===== src/hdl/rlmcr_cfg.svh =====
/*
 Register offsets, field positions, reset values and widths of the mapping configuration register bank.
 Assumes inclusion by its bare name from the package; the bank module uses its macros without including it.
*/
// Function
// - bit 4 of features register picks 16-bit (0) or 15-bit (1) sample halves.
// - bit 3 picks FIFO (0) or synchronous buffer (1) transmit interface.
// - bit 2 picks FIFO (0) or synchronous buffer (1) receive interface.
// - scheme field bits 1:0, 00 basic with one common rate, 11 reserved.
// - scheme value 01 selects IQ-sample-based advanced mapping.
// - scheme value 10 selects backward-compatible advanced mapping.
// - advanced schemes let each interface have own rate and standard.
// - basic register bits 12:8 hold active channel count.
// - basic register bits 4:0 hold oversampling factor.
// - count and oversampling apply only in scheme 00.
// - decode receive buffer control 0x150 and status 0x180 to 0x184.
// - decode transmit buffer control 0x160 and status 0x1A0 to 0x1A4.
// - PRBS config at 0x13C, PRBS status at 0x140 to 0x144.
// - container block length in frames, used only in advanced schemes.
`ifndef RLMCR_CFG_SVH
`define RLMCR_CFG_SVH

// ----------------------------------------
// offsets
// ----------------------------------------
`define RLMCR_FEAT_OFS 12'h100
`define RLMCR_BASIC_OFS 12'h104
`define RLMCR_CBLK_OFS 12'h108
`define RLMCR_TIDX_OFS 12'h10C
`define RLMCR_TRX_OFS 12'h110
`define RLMCR_TTX_OFS 12'h114
`define RLMCR_OFSRX_OFS 12'h118
`define RLMCR_OFSTX_OFS 12'h11C
`define RLMCR_STRX_OFS 12'h120
`define RLMCR_STTX_OFS 12'h124
`define RLMCR_RXRDY_OFS 12'h128
`define RLMCR_TXRDY_OFS 12'h12C
`define RLMCR_TXST_OFS 12'h130
`define RLMCR_PRBS_OFS 12'h13C
`define RLMCR_PRBSST0_OFS 12'h140
`define RLMCR_PRBSST1_OFS 12'h144
`define RLMCR_RXBUF_OFS 12'h150
`define RLMCR_TXBUF_OFS 12'h160
`define RLMCR_RXBST0_OFS 12'h180
`define RLMCR_RXBST1_OFS 12'h184
`define RLMCR_TXBST0_OFS 12'h1A0
`define RLMCR_TXBST1_OFS 12'h1A4

// ----------------------------------------
// fields
// ----------------------------------------
`define RLMCR_NARROW_BIT 4
`define RLMCR_TXSYNC_BIT 3
`define RLMCR_RXSYNC_BIT 2
`define RLMCR_SCHEME_MSB 1
`define RLMCR_SCHEME_LSB 0
`define RLMCR_CHCNT_MSB 12
`define RLMCR_CHCNT_LSB 8
`define RLMCR_OVS_MSB 4
`define RLMCR_OVS_LSB 0
`define RLMCR_FEAT_MASK 32'h0000001F
`define RLMCR_BASIC_MASK 32'h00001F1F
`define RLMCR_RST_VAL 32'h00000000
`define RLMCR_GEN_RST 32'h00000000

`endif


===== src/hdl/rlmcr_pkg.sv =====
/*
 Types of the mapping configuration register bank.
 Assumes rlmcr_cfg.svh is on the include path.
*/
package rlmcr_pkg;
`include "rlmcr_cfg.svh"

   typedef enum logic [1:0] {RLMCR_BASIC, RLMCR_ADV_IQ, RLMCR_ADV_BC, RLMCR_RSVD} rlmcr_scheme_t;

   typedef struct packed {
      logic [31:0] feat;
      logic [31:0] basic;
      logic [31:0] cblk;
      logic [31:0] tidx;
      logic [31:0] trx;
      logic [31:0] ttx;
      logic [31:0] ofsrx;
      logic [31:0] ofstx;
      logic [31:0] strx;
      logic [31:0] sttx;
      logic [31:0] rxrdy;
      logic [31:0] txrdy;
      logic [31:0] txst;
      logic [31:0] prbs;
      logic [31:0] rxbuf;
      logic [31:0] txbuf;
      logic [31:0] rdat;
      logic ack;
   } rlmcr_state_t;
endpackage


===== src/hdl/rlmcr_regs.sv =====
/*
 Configuration register bank for the antenna-carrier sample mapping interface, as a classic Wishbone slave.
 Assumes one clock, an asynchronous active-low reset, and status words supplied by the mapping datapath.
*/
// Chosen here: register access over Wishbone.
`timescale 1ns/100ps
module rlmcr_regs
   import rlmcr_pkg::*;
#(
   parameter int CBLK_W = 16
)
(
   // clock and reset
   input wire logic core_clk,
   input wire logic rst_b,
   // wishbone slave
   input wire logic cyc_i,
   input wire logic stb_i,
   input wire logic we_i,
   input wire logic [11:0] adr_i,
   input wire logic [3:0] sel_i,
   input wire logic [31:0] dat_i,
   output logic [31:0] dat_o,
   output logic ack_o,
   output logic err_o,
   // status from the datapath
   input wire logic [31:0] prbs_status0,
   input wire logic [31:0] prbs_status1,
   input wire logic [31:0] rx_buf_status0,
   input wire logic [31:0] rx_buf_status1,
   input wire logic [31:0] tx_buf_status0,
   input wire logic [31:0] tx_buf_status1,
   // configuration to the datapath
   output logic narrow_sample_select,
   output logic tx_sync_buffer_sel,
   output logic rx_sync_buffer_sel,
   output rlmcr_scheme_t map_scheme,
   output logic advanced_scheme,
   output logic [4:0] active_channel_count,
   output logic [4:0] oversample_factor,
   output logic [CBLK_W-1:0] container_block_length,
   output logic [31:0] mapping_table_index,
   output logic [31:0] rx_mapping_table_entry,
   output logic [31:0] tx_mapping_table_entry,
   output logic [31:0] rx_frame_offset,
   output logic [31:0] tx_frame_offset,
   output logic [31:0] rx_start_frame_offset,
   output logic [31:0] tx_start_frame_offset,
   output logic [31:0] rx_ready_threshold,
   output logic [31:0] tx_ready_threshold,
   output logic [31:0] tx_start_threshold,
   output logic [31:0] prbs_pattern_config,
   output logic [31:0] rx_sample_buffer_control,
   output logic [31:0] tx_sample_buffer_control
);

   localparam logic [31:0] CBLK_MASK = 32'((64'h1 << CBLK_W) - 64'h1);

   rlmcr_state_t st_r;
   rlmcr_state_t st_nxt;
   logic req;
   logic hit;
   logic [31:0] rval;
   logic [31:0] lane_mask;

   // ----------------------------------------
   // byte-lane merge
   // ----------------------------------------
   function automatic logic [31:0] merge(input logic [31:0] old, input logic [31:0] wd,
                                         input logic [31:0] lm, input logic [31:0] fm);
      merge = ((old & ~lm) | (wd & lm)) & fm;
   endfunction

   assign lane_mask = {{8{sel_i[3]}}, {8{sel_i[2]}}, {8{sel_i[1]}}, {8{sel_i[0]}}};
   assign req = cyc_i && stb_i && !st_r.ack;

   // ----------------------------------------
   // address decode and read mux
   // ----------------------------------------
   always_comb
   begin
      hit = 1'b1;
      rval = 32'h0;
      if (adr_i[1:0] != 2'h0)
      begin
         hit = 1'b0;
      end
      else if (adr_i == `RLMCR_FEAT_OFS)
      begin
         rval = st_r.feat;
      end
      else if (adr_i == `RLMCR_BASIC_OFS)
      begin
         rval = st_r.basic;
      end
      else if (adr_i == `RLMCR_CBLK_OFS)
      begin
         rval = st_r.cblk;
      end
      else if (adr_i == `RLMCR_TIDX_OFS)
      begin
         rval = st_r.tidx;
      end
      else if (adr_i == `RLMCR_TRX_OFS)
      begin
         rval = st_r.trx;
      end
      else if (adr_i == `RLMCR_TTX_OFS)
      begin
         rval = st_r.ttx;
      end
      else if (adr_i == `RLMCR_OFSRX_OFS)
      begin
         rval = st_r.ofsrx;
      end
      else if (adr_i == `RLMCR_OFSTX_OFS)
      begin
         rval = st_r.ofstx;
      end
      else if (adr_i == `RLMCR_STRX_OFS)
      begin
         rval = st_r.strx;
      end
      else if (adr_i == `RLMCR_STTX_OFS)
      begin
         rval = st_r.sttx;
      end
      else if (adr_i == `RLMCR_RXRDY_OFS)
      begin
         rval = st_r.rxrdy;
      end
      else if (adr_i == `RLMCR_TXRDY_OFS)
      begin
         rval = st_r.txrdy;
      end
      else if (adr_i == `RLMCR_TXST_OFS)
      begin
         rval = st_r.txst;
      end
      else if (adr_i == `RLMCR_PRBS_OFS)
      begin
         rval = st_r.prbs;
      end
      else if (adr_i == `RLMCR_PRBSST0_OFS)
      begin
         rval = prbs_status0;
      end
      else if (adr_i == `RLMCR_PRBSST1_OFS)
      begin
         rval = prbs_status1;
      end
      else if (adr_i == `RLMCR_RXBUF_OFS)
      begin
         rval = st_r.rxbuf;
      end
      else if (adr_i == `RLMCR_RXBST0_OFS)
      begin
         rval = rx_buf_status0;
      end
      else if (adr_i == `RLMCR_RXBST1_OFS)
      begin
         rval = rx_buf_status1;
      end
      else if (adr_i == `RLMCR_TXBUF_OFS)
      begin
         rval = st_r.txbuf;
      end
      else if (adr_i == `RLMCR_TXBST0_OFS)
      begin
         rval = tx_buf_status0;
      end
      else if (adr_i == `RLMCR_TXBST1_OFS)
      begin
         rval = tx_buf_status1;
      end
      else
      begin
         hit = 1'b0;
      end
   end

   // ----------------------------------------
   // next state
   // ----------------------------------------
   always_comb
   begin
      st_nxt = st_r;
      st_nxt.ack = req;
      if (req && !we_i)
      begin
         st_nxt.rdat = rval;
      end
      if (req && we_i && hit)
      begin
         if (adr_i == `RLMCR_FEAT_OFS)
         begin
            // reserved bits dropped; value 11 is stored as written
            st_nxt.feat = merge(st_r.feat, dat_i, lane_mask, `RLMCR_FEAT_MASK);
         end
         else if (adr_i == `RLMCR_BASIC_OFS)
         begin
            st_nxt.basic = merge(st_r.basic, dat_i, lane_mask, `RLMCR_BASIC_MASK);
         end
         else if (adr_i == `RLMCR_CBLK_OFS)
         begin
            st_nxt.cblk = merge(st_r.cblk, dat_i, lane_mask, CBLK_MASK);
         end
         else if (adr_i == `RLMCR_TIDX_OFS)
         begin
            st_nxt.tidx = merge(st_r.tidx, dat_i, lane_mask, 32'hFFFFFFFF);
         end
         else if (adr_i == `RLMCR_TRX_OFS)
         begin
            st_nxt.trx = merge(st_r.trx, dat_i, lane_mask, 32'hFFFFFFFF);
         end
         else if (adr_i == `RLMCR_TTX_OFS)
         begin
            st_nxt.ttx = merge(st_r.ttx, dat_i, lane_mask, 32'hFFFFFFFF);
         end
         else if (adr_i == `RLMCR_OFSRX_OFS)
         begin
            st_nxt.ofsrx = merge(st_r.ofsrx, dat_i, lane_mask, 32'hFFFFFFFF);
         end
         else if (adr_i == `RLMCR_OFSTX_OFS)
         begin
            st_nxt.ofstx = merge(st_r.ofstx, dat_i, lane_mask, 32'hFFFFFFFF);
         end
         else if (adr_i == `RLMCR_STRX_OFS)
         begin
            st_nxt.strx = merge(st_r.strx, dat_i, lane_mask, 32'hFFFFFFFF);
         end
         else if (adr_i == `RLMCR_STTX_OFS)
         begin
            st_nxt.sttx = merge(st_r.sttx, dat_i, lane_mask, 32'hFFFFFFFF);
         end
         else if (adr_i == `RLMCR_RXRDY_OFS)
         begin
            st_nxt.rxrdy = merge(st_r.rxrdy, dat_i, lane_mask, 32'hFFFFFFFF);
         end
         else if (adr_i == `RLMCR_TXRDY_OFS)
         begin
            st_nxt.txrdy = merge(st_r.txrdy, dat_i, lane_mask, 32'hFFFFFFFF);
         end
         else if (adr_i == `RLMCR_TXST_OFS)
         begin
            st_nxt.txst = merge(st_r.txst, dat_i, lane_mask, 32'hFFFFFFFF);
         end
         else if (adr_i == `RLMCR_PRBS_OFS)
         begin
            st_nxt.prbs = merge(st_r.prbs, dat_i, lane_mask, 32'hFFFFFFFF);
         end
         else if (adr_i == `RLMCR_RXBUF_OFS)
         begin
            st_nxt.rxbuf = merge(st_r.rxbuf, dat_i, lane_mask, 32'hFFFFFFFF);
         end
         else if (adr_i == `RLMCR_TXBUF_OFS)
         begin
            st_nxt.txbuf = merge(st_r.txbuf, dat_i, lane_mask, 32'hFFFFFFFF);
         end
      end
   end

   always_ff @(posedge core_clk or negedge rst_b)
   begin
      if (!rst_b)
      begin
         st_r <= '0;
      end
      else
      begin
         st_r <= st_nxt;
      end
   end

   // ----------------------------------------
   // bus answer
   // ----------------------------------------
   assign dat_o = st_r.rdat;
   assign ack_o = st_r.ack;
   assign err_o = 1'b0;

   // ----------------------------------------
   // configuration outputs
   // ----------------------------------------
   assign narrow_sample_select = st_r.feat[`RLMCR_NARROW_BIT];
   assign tx_sync_buffer_sel = st_r.feat[`RLMCR_TXSYNC_BIT];
   assign rx_sync_buffer_sel = st_r.feat[`RLMCR_RXSYNC_BIT];
   assign map_scheme = rlmcr_scheme_t'(st_r.feat[`RLMCR_SCHEME_MSB:`RLMCR_SCHEME_LSB]);
   // per-interface rates allowed for either advanced scheme
   assign advanced_scheme = (map_scheme == RLMCR_ADV_IQ) || (map_scheme == RLMCR_ADV_BC);
   // basic counts forced to zero outside the basic scheme
   assign active_channel_count = (map_scheme == RLMCR_BASIC) ?
                                 st_r.basic[`RLMCR_CHCNT_MSB:`RLMCR_CHCNT_LSB] : 5'h0;
   assign oversample_factor = (map_scheme == RLMCR_BASIC) ?
                              st_r.basic[`RLMCR_OVS_MSB:`RLMCR_OVS_LSB] : 5'h0;
   assign container_block_length = advanced_scheme ? st_r.cblk[CBLK_W-1:0] : '0;
   assign mapping_table_index = st_r.tidx;
   assign rx_mapping_table_entry = st_r.trx;
   assign tx_mapping_table_entry = st_r.ttx;
   assign rx_frame_offset = st_r.ofsrx;
   assign tx_frame_offset = st_r.ofstx;
   assign rx_start_frame_offset = st_r.strx;
   assign tx_start_frame_offset = st_r.sttx;
   assign rx_ready_threshold = st_r.rxrdy;
   assign tx_ready_threshold = st_r.txrdy;
   assign tx_start_threshold = st_r.txst;
   assign prbs_pattern_config = st_r.prbs;
   assign rx_sample_buffer_control = st_r.rxbuf;
   assign tx_sample_buffer_control = st_r.txbuf;

endmodule


===== config.mk =====
export PLATFORM = sky130hd
export DESIGN_NAME = rlmcr_regs
export DESIGN_NICKNAME = d
export VERILOG_FILES = /design/src/hdl/rlmcr_pkg.sv /design/src/hdl/rlmcr_regs.sv
export VERILOG_INCLUDE_DIRS = /design/src /design/src/hdl
export SDC_FILE = /design/constraint.sdc
export NUM_CORES = 1
export LEC_CHECK = 0
export BUFFER_PORTS_ARGS = -buffer_cell sky130_fd_sc_hd__buf_2
export CORE_MARGIN = 3
export CORE_UTILIZATION = 30
export CTS_CLUSTER_SIZE = 12
export DETAILED_ROUTE_END_ITERATION = 16
export GPL_ROUTABILITY_DRIVEN = 1
export MAX_ROUTING_LAYER = met4
export SETUP_SLACK_MARGIN = 0.15
export SYNTH_ARGS = -nofsm -noshare
export SYNTH_HDL_FRONTEND = slang
export SYNTH_SLANG_ARGS = --single-unit

===== constraint.sdc =====
create_clock -name core_clk -period 5.9 [get_ports core_clk]
set_input_delay 0.885 -clock core_clk [delete_from_list [all_inputs] [get_ports core_clk]]
set_output_delay 0.885 -clock core_clk [all_outputs]
set_load 0.05 [all_outputs]

After elaboration in Yosys (flattened, before gate mapping)
Cells that the tools add are included.

Register bits after elaboration: 480. Input bits: 245.

Eq/ne operators: 24. Multiplexer cells: 49. Bitwise operators: 49. Reduce and logical (&&, ||, !) cells: 26.

Operators with widths (count): $mux 32 (23); $and 32x32->32 (14); $or 32x32->32 (13); $eq 12x9->1 const B (22); $not 32->32 (1); $mux 1 (23); $reduce_and 17->1 (1); $and 16x16->16 (1); $mux 16 (1); $or 16x16->16 (1); $reduce_and 16->1 (1); $not 1->1 (15); $reduce_and 15->1 (1); $reduce_and 14->1 (1); $and 13x13->13 (1); $or 13x13->13 (1); $reduce_and 13->1 (1); $reduce_and 12->1 (1); $reduce_and 11->1 (1); $mux 5 (2); $reduce_and 10->1 (1); $reduce_and 9->1 (1); $reduce_and 8->1 (1); $reduce_and 7->1 (1); 14 further kinds (19).

Logic depth before layout (Yosys ltp)
Word-level depth: 26. Depth in mapped cells: 13.

Worst setup path after synthesis
No wires, ideal clock.

Kind: input port to flip-flop. Start point: input adr_i[3]. End point: register with a tool-made name. Arrival time: 3011 ps. Required time: 5775 ps. Path slack: 2764 ps. Stages: 8. Cell sequence: buf_2 -> or4b_1 -> clkbuf_1 -> clkbuf_1 -> nor2_1 -> nand2_1 -> nor2_2 -> mux2_2.

RTL lines: start, declared (RTL line rlmcr_regs.sv:20) `input wire logic [11:0] adr_i,`.

Final worst setup path
Start point: input adr_i[5]. End point: register st_r, in the netlist dat_o[27].

Cells in the longest elaborated chain, start to end: 24.

RTL lines: $eq 12x9->1 (no source line); $mux 32 (RTL line rlmcr_regs.sv:172) `` else if (adr_i == `RLMCR_TXBST1_OFS) ``; $mux 32 (RTL line rlmcr_regs.sv:168) `` else if (adr_i == `RLMCR_TXBST0_OFS) ``; $mux 32 (RTL line rlmcr_regs.sv:164) `` else if (adr_i == `RLMCR_TXBUF_OFS) ``; $mux 32 (RTL line rlmcr_regs.sv:160) `` else if (adr_i == `RLMCR_RXBST1_OFS) ``; $mux 32 (RTL line rlmcr_regs.sv:156) `` else if (adr_i == `RLMCR_RXBST0_OFS) ``; $mux 32 (RTL line rlmcr_regs.sv:152) `` else if (adr_i == `RLMCR_RXBUF_OFS) ``; $mux 32 (RTL line rlmcr_regs.sv:148) `` else if (adr_i == `RLMCR_PRBSST1_OFS) ``; (+8 left out); $mux 32 (RTL line rlmcr_regs.sv:112) `` else if (adr_i == `RLMCR_OFSRX_OFS) ``; $mux 32 (RTL line rlmcr_regs.sv:108) `` else if (adr_i == `RLMCR_TTX_OFS) ``; $mux 32 (RTL line rlmcr_regs.sv:104) `` else if (adr_i == `RLMCR_TRX_OFS) ``; $mux 32 (RTL line rlmcr_regs.sv:100) `` else if (adr_i == `RLMCR_TIDX_OFS) ``; $mux 32 (RTL line rlmcr_regs.sv:96) `` else if (adr_i == `RLMCR_CBLK_OFS) ``; $mux 32 (RTL line rlmcr_regs.sv:92) `` else if (adr_i == `RLMCR_BASIC_OFS) ``; $mux 32 * (RTL line rlmcr_regs.sv:88) `` else if (adr_i == `RLMCR_FEAT_OFS) ``; $mux 32 * (RTL line rlmcr_regs.sv:84) `if (adr_i[1:0] != 2'h0)`; end signal, assigned (RTL line rlmcr_regs.sv:271) `st_r <= st_nxt;`; end, declared (RTL line rlmcr_regs.sv:59) `rlmcr_state_t st_r;`.

Mark *: on every way between the ends. The rest lies on a longest branch, timed or not. A chain may end at the register's enable or synchronous reset.

==> reports/qor.json <==
{
  "layout.filler_cells": {"value": 9372},
  "global_route.usage.met2": {"value": 45.4, "unit": "%"},
  "synth.ff_latch_count": {"value": 480},
  "routed_via_density": {"value": 5.77},
  "cts-resized-gates": {"value": 0},
  "wl_per_cell": {"value": 34.7, "unit": "µm"},
  "worst_path_clk_slew": {"value": 0.06, "unit": "ns"},
  "routed-via-count": {"value": 23400},
  "setup_viol_count_final": {"value": 0},
  "met1_usage": {"value": 37.7, "unit": "%"},
  "post_synth_inst_count": {"value": 2560},
  "chipWidth": {"value": 308, "unit": "µm"},
  "max_slew_margin": {"value": 20.2, "unit": "%"},
  "maxClockFrequency": {"value": 249, "unit": "MHz"},
  "critical_path_required": {"value": 6.37, "unit": "ns"},
  "endpoint_type_of_the_worst_setup_path": {"value": "flop"},
  "drt-pass1-iter-count": {"value": 8},
  "synthTopCellsByArea": {"value": "dfrtp_1 44%, mux2_2 16%, buf_4 12%, mux2_1 2.7%, o221ai_1 2.3%"},
  "initial_core_util": {"value": 30.3, "unit": "%"},
  "result_of_the_run": {"value": "completed"},
  "ys_async_sr_fraction": {"value": 100, "unit": "%"},
  "numClockSinks": {"value": 480},
  "max-clock-path-buffers": {"value": 3},
  "drt_iter0_markers": {"value": 2976},
  "finalPower": {"value": 7.45, "unit": "mW"},
  "critPathMaxFanout": {"value": 34},
  "worst_clock_skew": {"value": 0.0326, "unit": "ns"},
  "grt_util_all_layers": {"value": 29.4, "unit": "%"},
  "crit_path_end": {"value": "dat_o[27]"},
  "commonest_register_cell_after_synthesis": {"value": "dfrtp_1"},
  "overflow": {"value": 0},
  "timing.final.crit_share": {"value": 68.0, "unit": "%"},
  "post-route-min-period": {"value": 4.01, "unit": "ns"},
  "globalRouteMet3Util": {"value": 6.89, "unit": "%"},
  "post_cts_setup_buffer_count": {"value": 0},
  "synth_top_cell_area_share": {"value": 43.9, "unit": "%"},
  "vias_in_the_first_global_route": {"value": 22800},
  "place.port_buffers": {"value": 725},
  "slew_viol_final": {"value": 0},
  "crit_startpoint": {"value": "adr_i[5]"},
  "clkLatencyLatePin": {"value": 0.63, "unit": "ns"},
  "grt_start_max_net_pins": {"value": 156},
  "grt_pass1_wl": {"value": 191000, "unit": "µm"},
  "timing.critical_path.arrival": {"value": 4.49, "unit": "ns"},
  "power.density_cell_area": {"value": 238, "unit": "nW/µm²"},
  "seq_area_frac_synth": {"value": 43.9, "unit": "%"},
  "worst_slew_pin_slew": {"value": 1.19, "unit": "ns"},
  "synth_nets": {"value": 2806},
  "rows": {"value": 110},
  "worst_r2r_startpoint": {"value": "ack_o"},
  "static-leakage-power": {"value": 16.2, "unit": "nW"},
  "cts_max_level": {"value": 2},
  "hpwlAfterDp": {"value": 111000, "unit": "µm"},
  "drv.max_cap_violation_count": {"value": 0},
  "post_cts_hold_buffer_count": {"value": 0},
  "synth_area_per_cell": {"value": 10.7, "unit": "µm²"},
  "tritoncts": {"value": "yes"},
  "final-hold-violation-count": {"value": 0},
  "numCtsBuffers": {"value": 56},
  "synthToLayoutAreaGrowth": {"value": 14.2, "unit": "%"},
  "synthTopCellsByCount": {"value": "480 x dfrtp_1, 456 x buf_4, 382 x mux2_2"},
  "finalWeightedCongestion": {"value": 0.979},
  "reg2regPathDepth": {"value": 6},
  "cts-root-buf": {"value": "clkbuf_16"},
  "count_of_unresolved_drc_violations_after_routing": {"value": 0},
  "reg2reg_slack": {"value": 2.69, "unit": "ns"},
  "ant_nets": {"value": 0},
  "die_area": {"value": 95000, "unit": "µm²"},
  "yosys_cell_types": {"value": 77},
  "routed_wl": {"value": 141000, "unit": "µm"},
  "timing_worst_setup_path_type": {"value": "input pin to flop"},
  "num-nets-final": {"value": 3079},
  "ys_warn_count": {"value": 0},
  "tns": {"value": 0, "unit": "ns"},
  "unrepaired_setup_endpoints_after_global_routing": {"value": "false"},
  "share_of_cells_above_drive_strength_1": {"value": 46.5, "unit": "%"},
  "synth_enable_flop_cells": {"value": 0},
  "synth_most_common_cell": {"value": "dfrtp_1"},
  "core_footprint": {"value": 90300, "unit": "µm²"},
  "grt.busiest_layer": {"value": "met2"},
  "startpoint_kind_of_the_worst_setup_timing_path": {"value": "input pin"},
  "syn_area": {"value": 27400, "unit": "µm²"},
  "ir_worst_vdd": {"value": 0.000267, "unit": "V"},
  "fp.dieH": {"value": 308, "unit": "µm"},
  "netlist.top_cell.by_area": {"value": "dfrtp_1"},
  "min-delay-path-class": {"value": "input pin to async pin"},
  "antenna_violations_before_repair": {"value": 18},
  "ios": {"value": 727}
}
power by group:
group,switching [mW],internal [mW]
registers,0.000917,3.29
clock network,1.52,2.23
logic,0.309,0.102
critical path, stage by stage:
cell and delay [ns]:
buf_2 0.64, nor4b_2 0.73, nand3_2 0.79, buf_4 0.42
o221ai_1 0.08, a31oi_1 0.11, a221oi_1 0.53, or3_1 0.20
a31oi_1 0.08
kinds of logic (layout without fill, tap and decap cells):
group | Yosys count | after routing | synth area share, %
buffers and inverters | 601 | 912 | 14.7
adder cells (fa/ha/maj) | 1 | 1 | 0.0457
other | 1 | 17 | 0.0137
AO/OA/AOI/OAI | 562 | 562 | 14.0
XOR/XNOR | 4 | 4 | 0.128
flip-flops | 480 | 480 | 43.9
multiplexers | 458 | 458 | 18.8
AND/OR/NAND/NOR | 453 | 453 | 8.51
layout by cell type, fill, tap and decap left out, types with 8 or more instances in the layout:
master,Yosys,routed
a22o_1,10,10
mux2_2,382,382
nor4_1,15,14
nor2b_1,10,10
a21oi_1,117,117
a2bb2oi_1,10,10
buf_4,456,84
bufinv_16,0,8
a211oi_1,10,10
nor2_2,20,21
mux2i_1,11,11
o21ai_1,12,12
o22ai_1,51,51
clkbuf_8,0,9
buf_2,32,724
mux2_1,65,65
dfrtp_1,480,480
nor2_1,112,109
a22oi_1,45,45
o211ai_1,8,8
nor3_1,16,14
clkbuf_16,0,57
nand2_1,143,142
a221oi_1,46,46
a31oi_1,32,32
and2_1,29,29
nand3_1,31,29
o221ai_1,72,72
o21ai_0,83,83
or3_1,12,12
diode_2,0,16
nand4_1,16,16
how the worst min path moves through the flow:
stage | from | to | slack, ns | cells past startpoint
after global placement | dat_o[23] | dat_o[23] | 0.48 | 2
after floorplan | dat_o[11] | dat_o[11] | 0.44 | 2
after CTS | rst_b | async pin | 0.27 | 1
final | rst_b | async pin | 0.26 | 1
after global routing | rst_b | async pin | 0.29 | 1
after detailed placement | dat_o[23] | dat_o[23] | 0.49 | 2
metrics by stage:
| stage | cell area (µm²) | cells | util [%] | hold WS, ns | setup slack, ns |
|---|---|---|---|---|---|
| 2_1_floorplan | 27400 | 2560 | - | 0.440 | 2.76 |
| 3_3_place_gp | 29300 | 3951 | 32.5 | 0.480 | 1.45 |
| 3_5_place_dp | 29300 | 3951 | 32.5 | 0.490 | 1.35 |
| 4_1_cts | 31200 | 4047 | 34.6 | 0.265 | 2.01 |
| 5_1_grt | 31300 | 4058 | 34.6 | 0.286 | 1.75 |
| 6_report | 31300 | 4063 | 34.7 | 0.262 | 1.89 |
final cells by class:
class,count,area [µm²],share of cell area [%]
antenna,16,40.0,0.128
clock buffer,73,1580,5.04
clock inverter,23,355,1.14
inverter,3,11.3,0.0360
multi-input combinational,1479,11500,36.7
sequential,480,12000,38.4
tap,1176,1470,4.70
timing repair buffer,813,4350,13.9
metal layers:
| metal | up-vias | routed length [µm] |
|---|---|---|
| met2 | 1469 | 64200 |
| met5 | - | 0 |
| met3 | 273 | 12700 |
| li1 | 9555 | - |
| met4 | 0 | 6000 |
| met1 | 12100 | 57900 |
(Power assumes the default switching activity.)
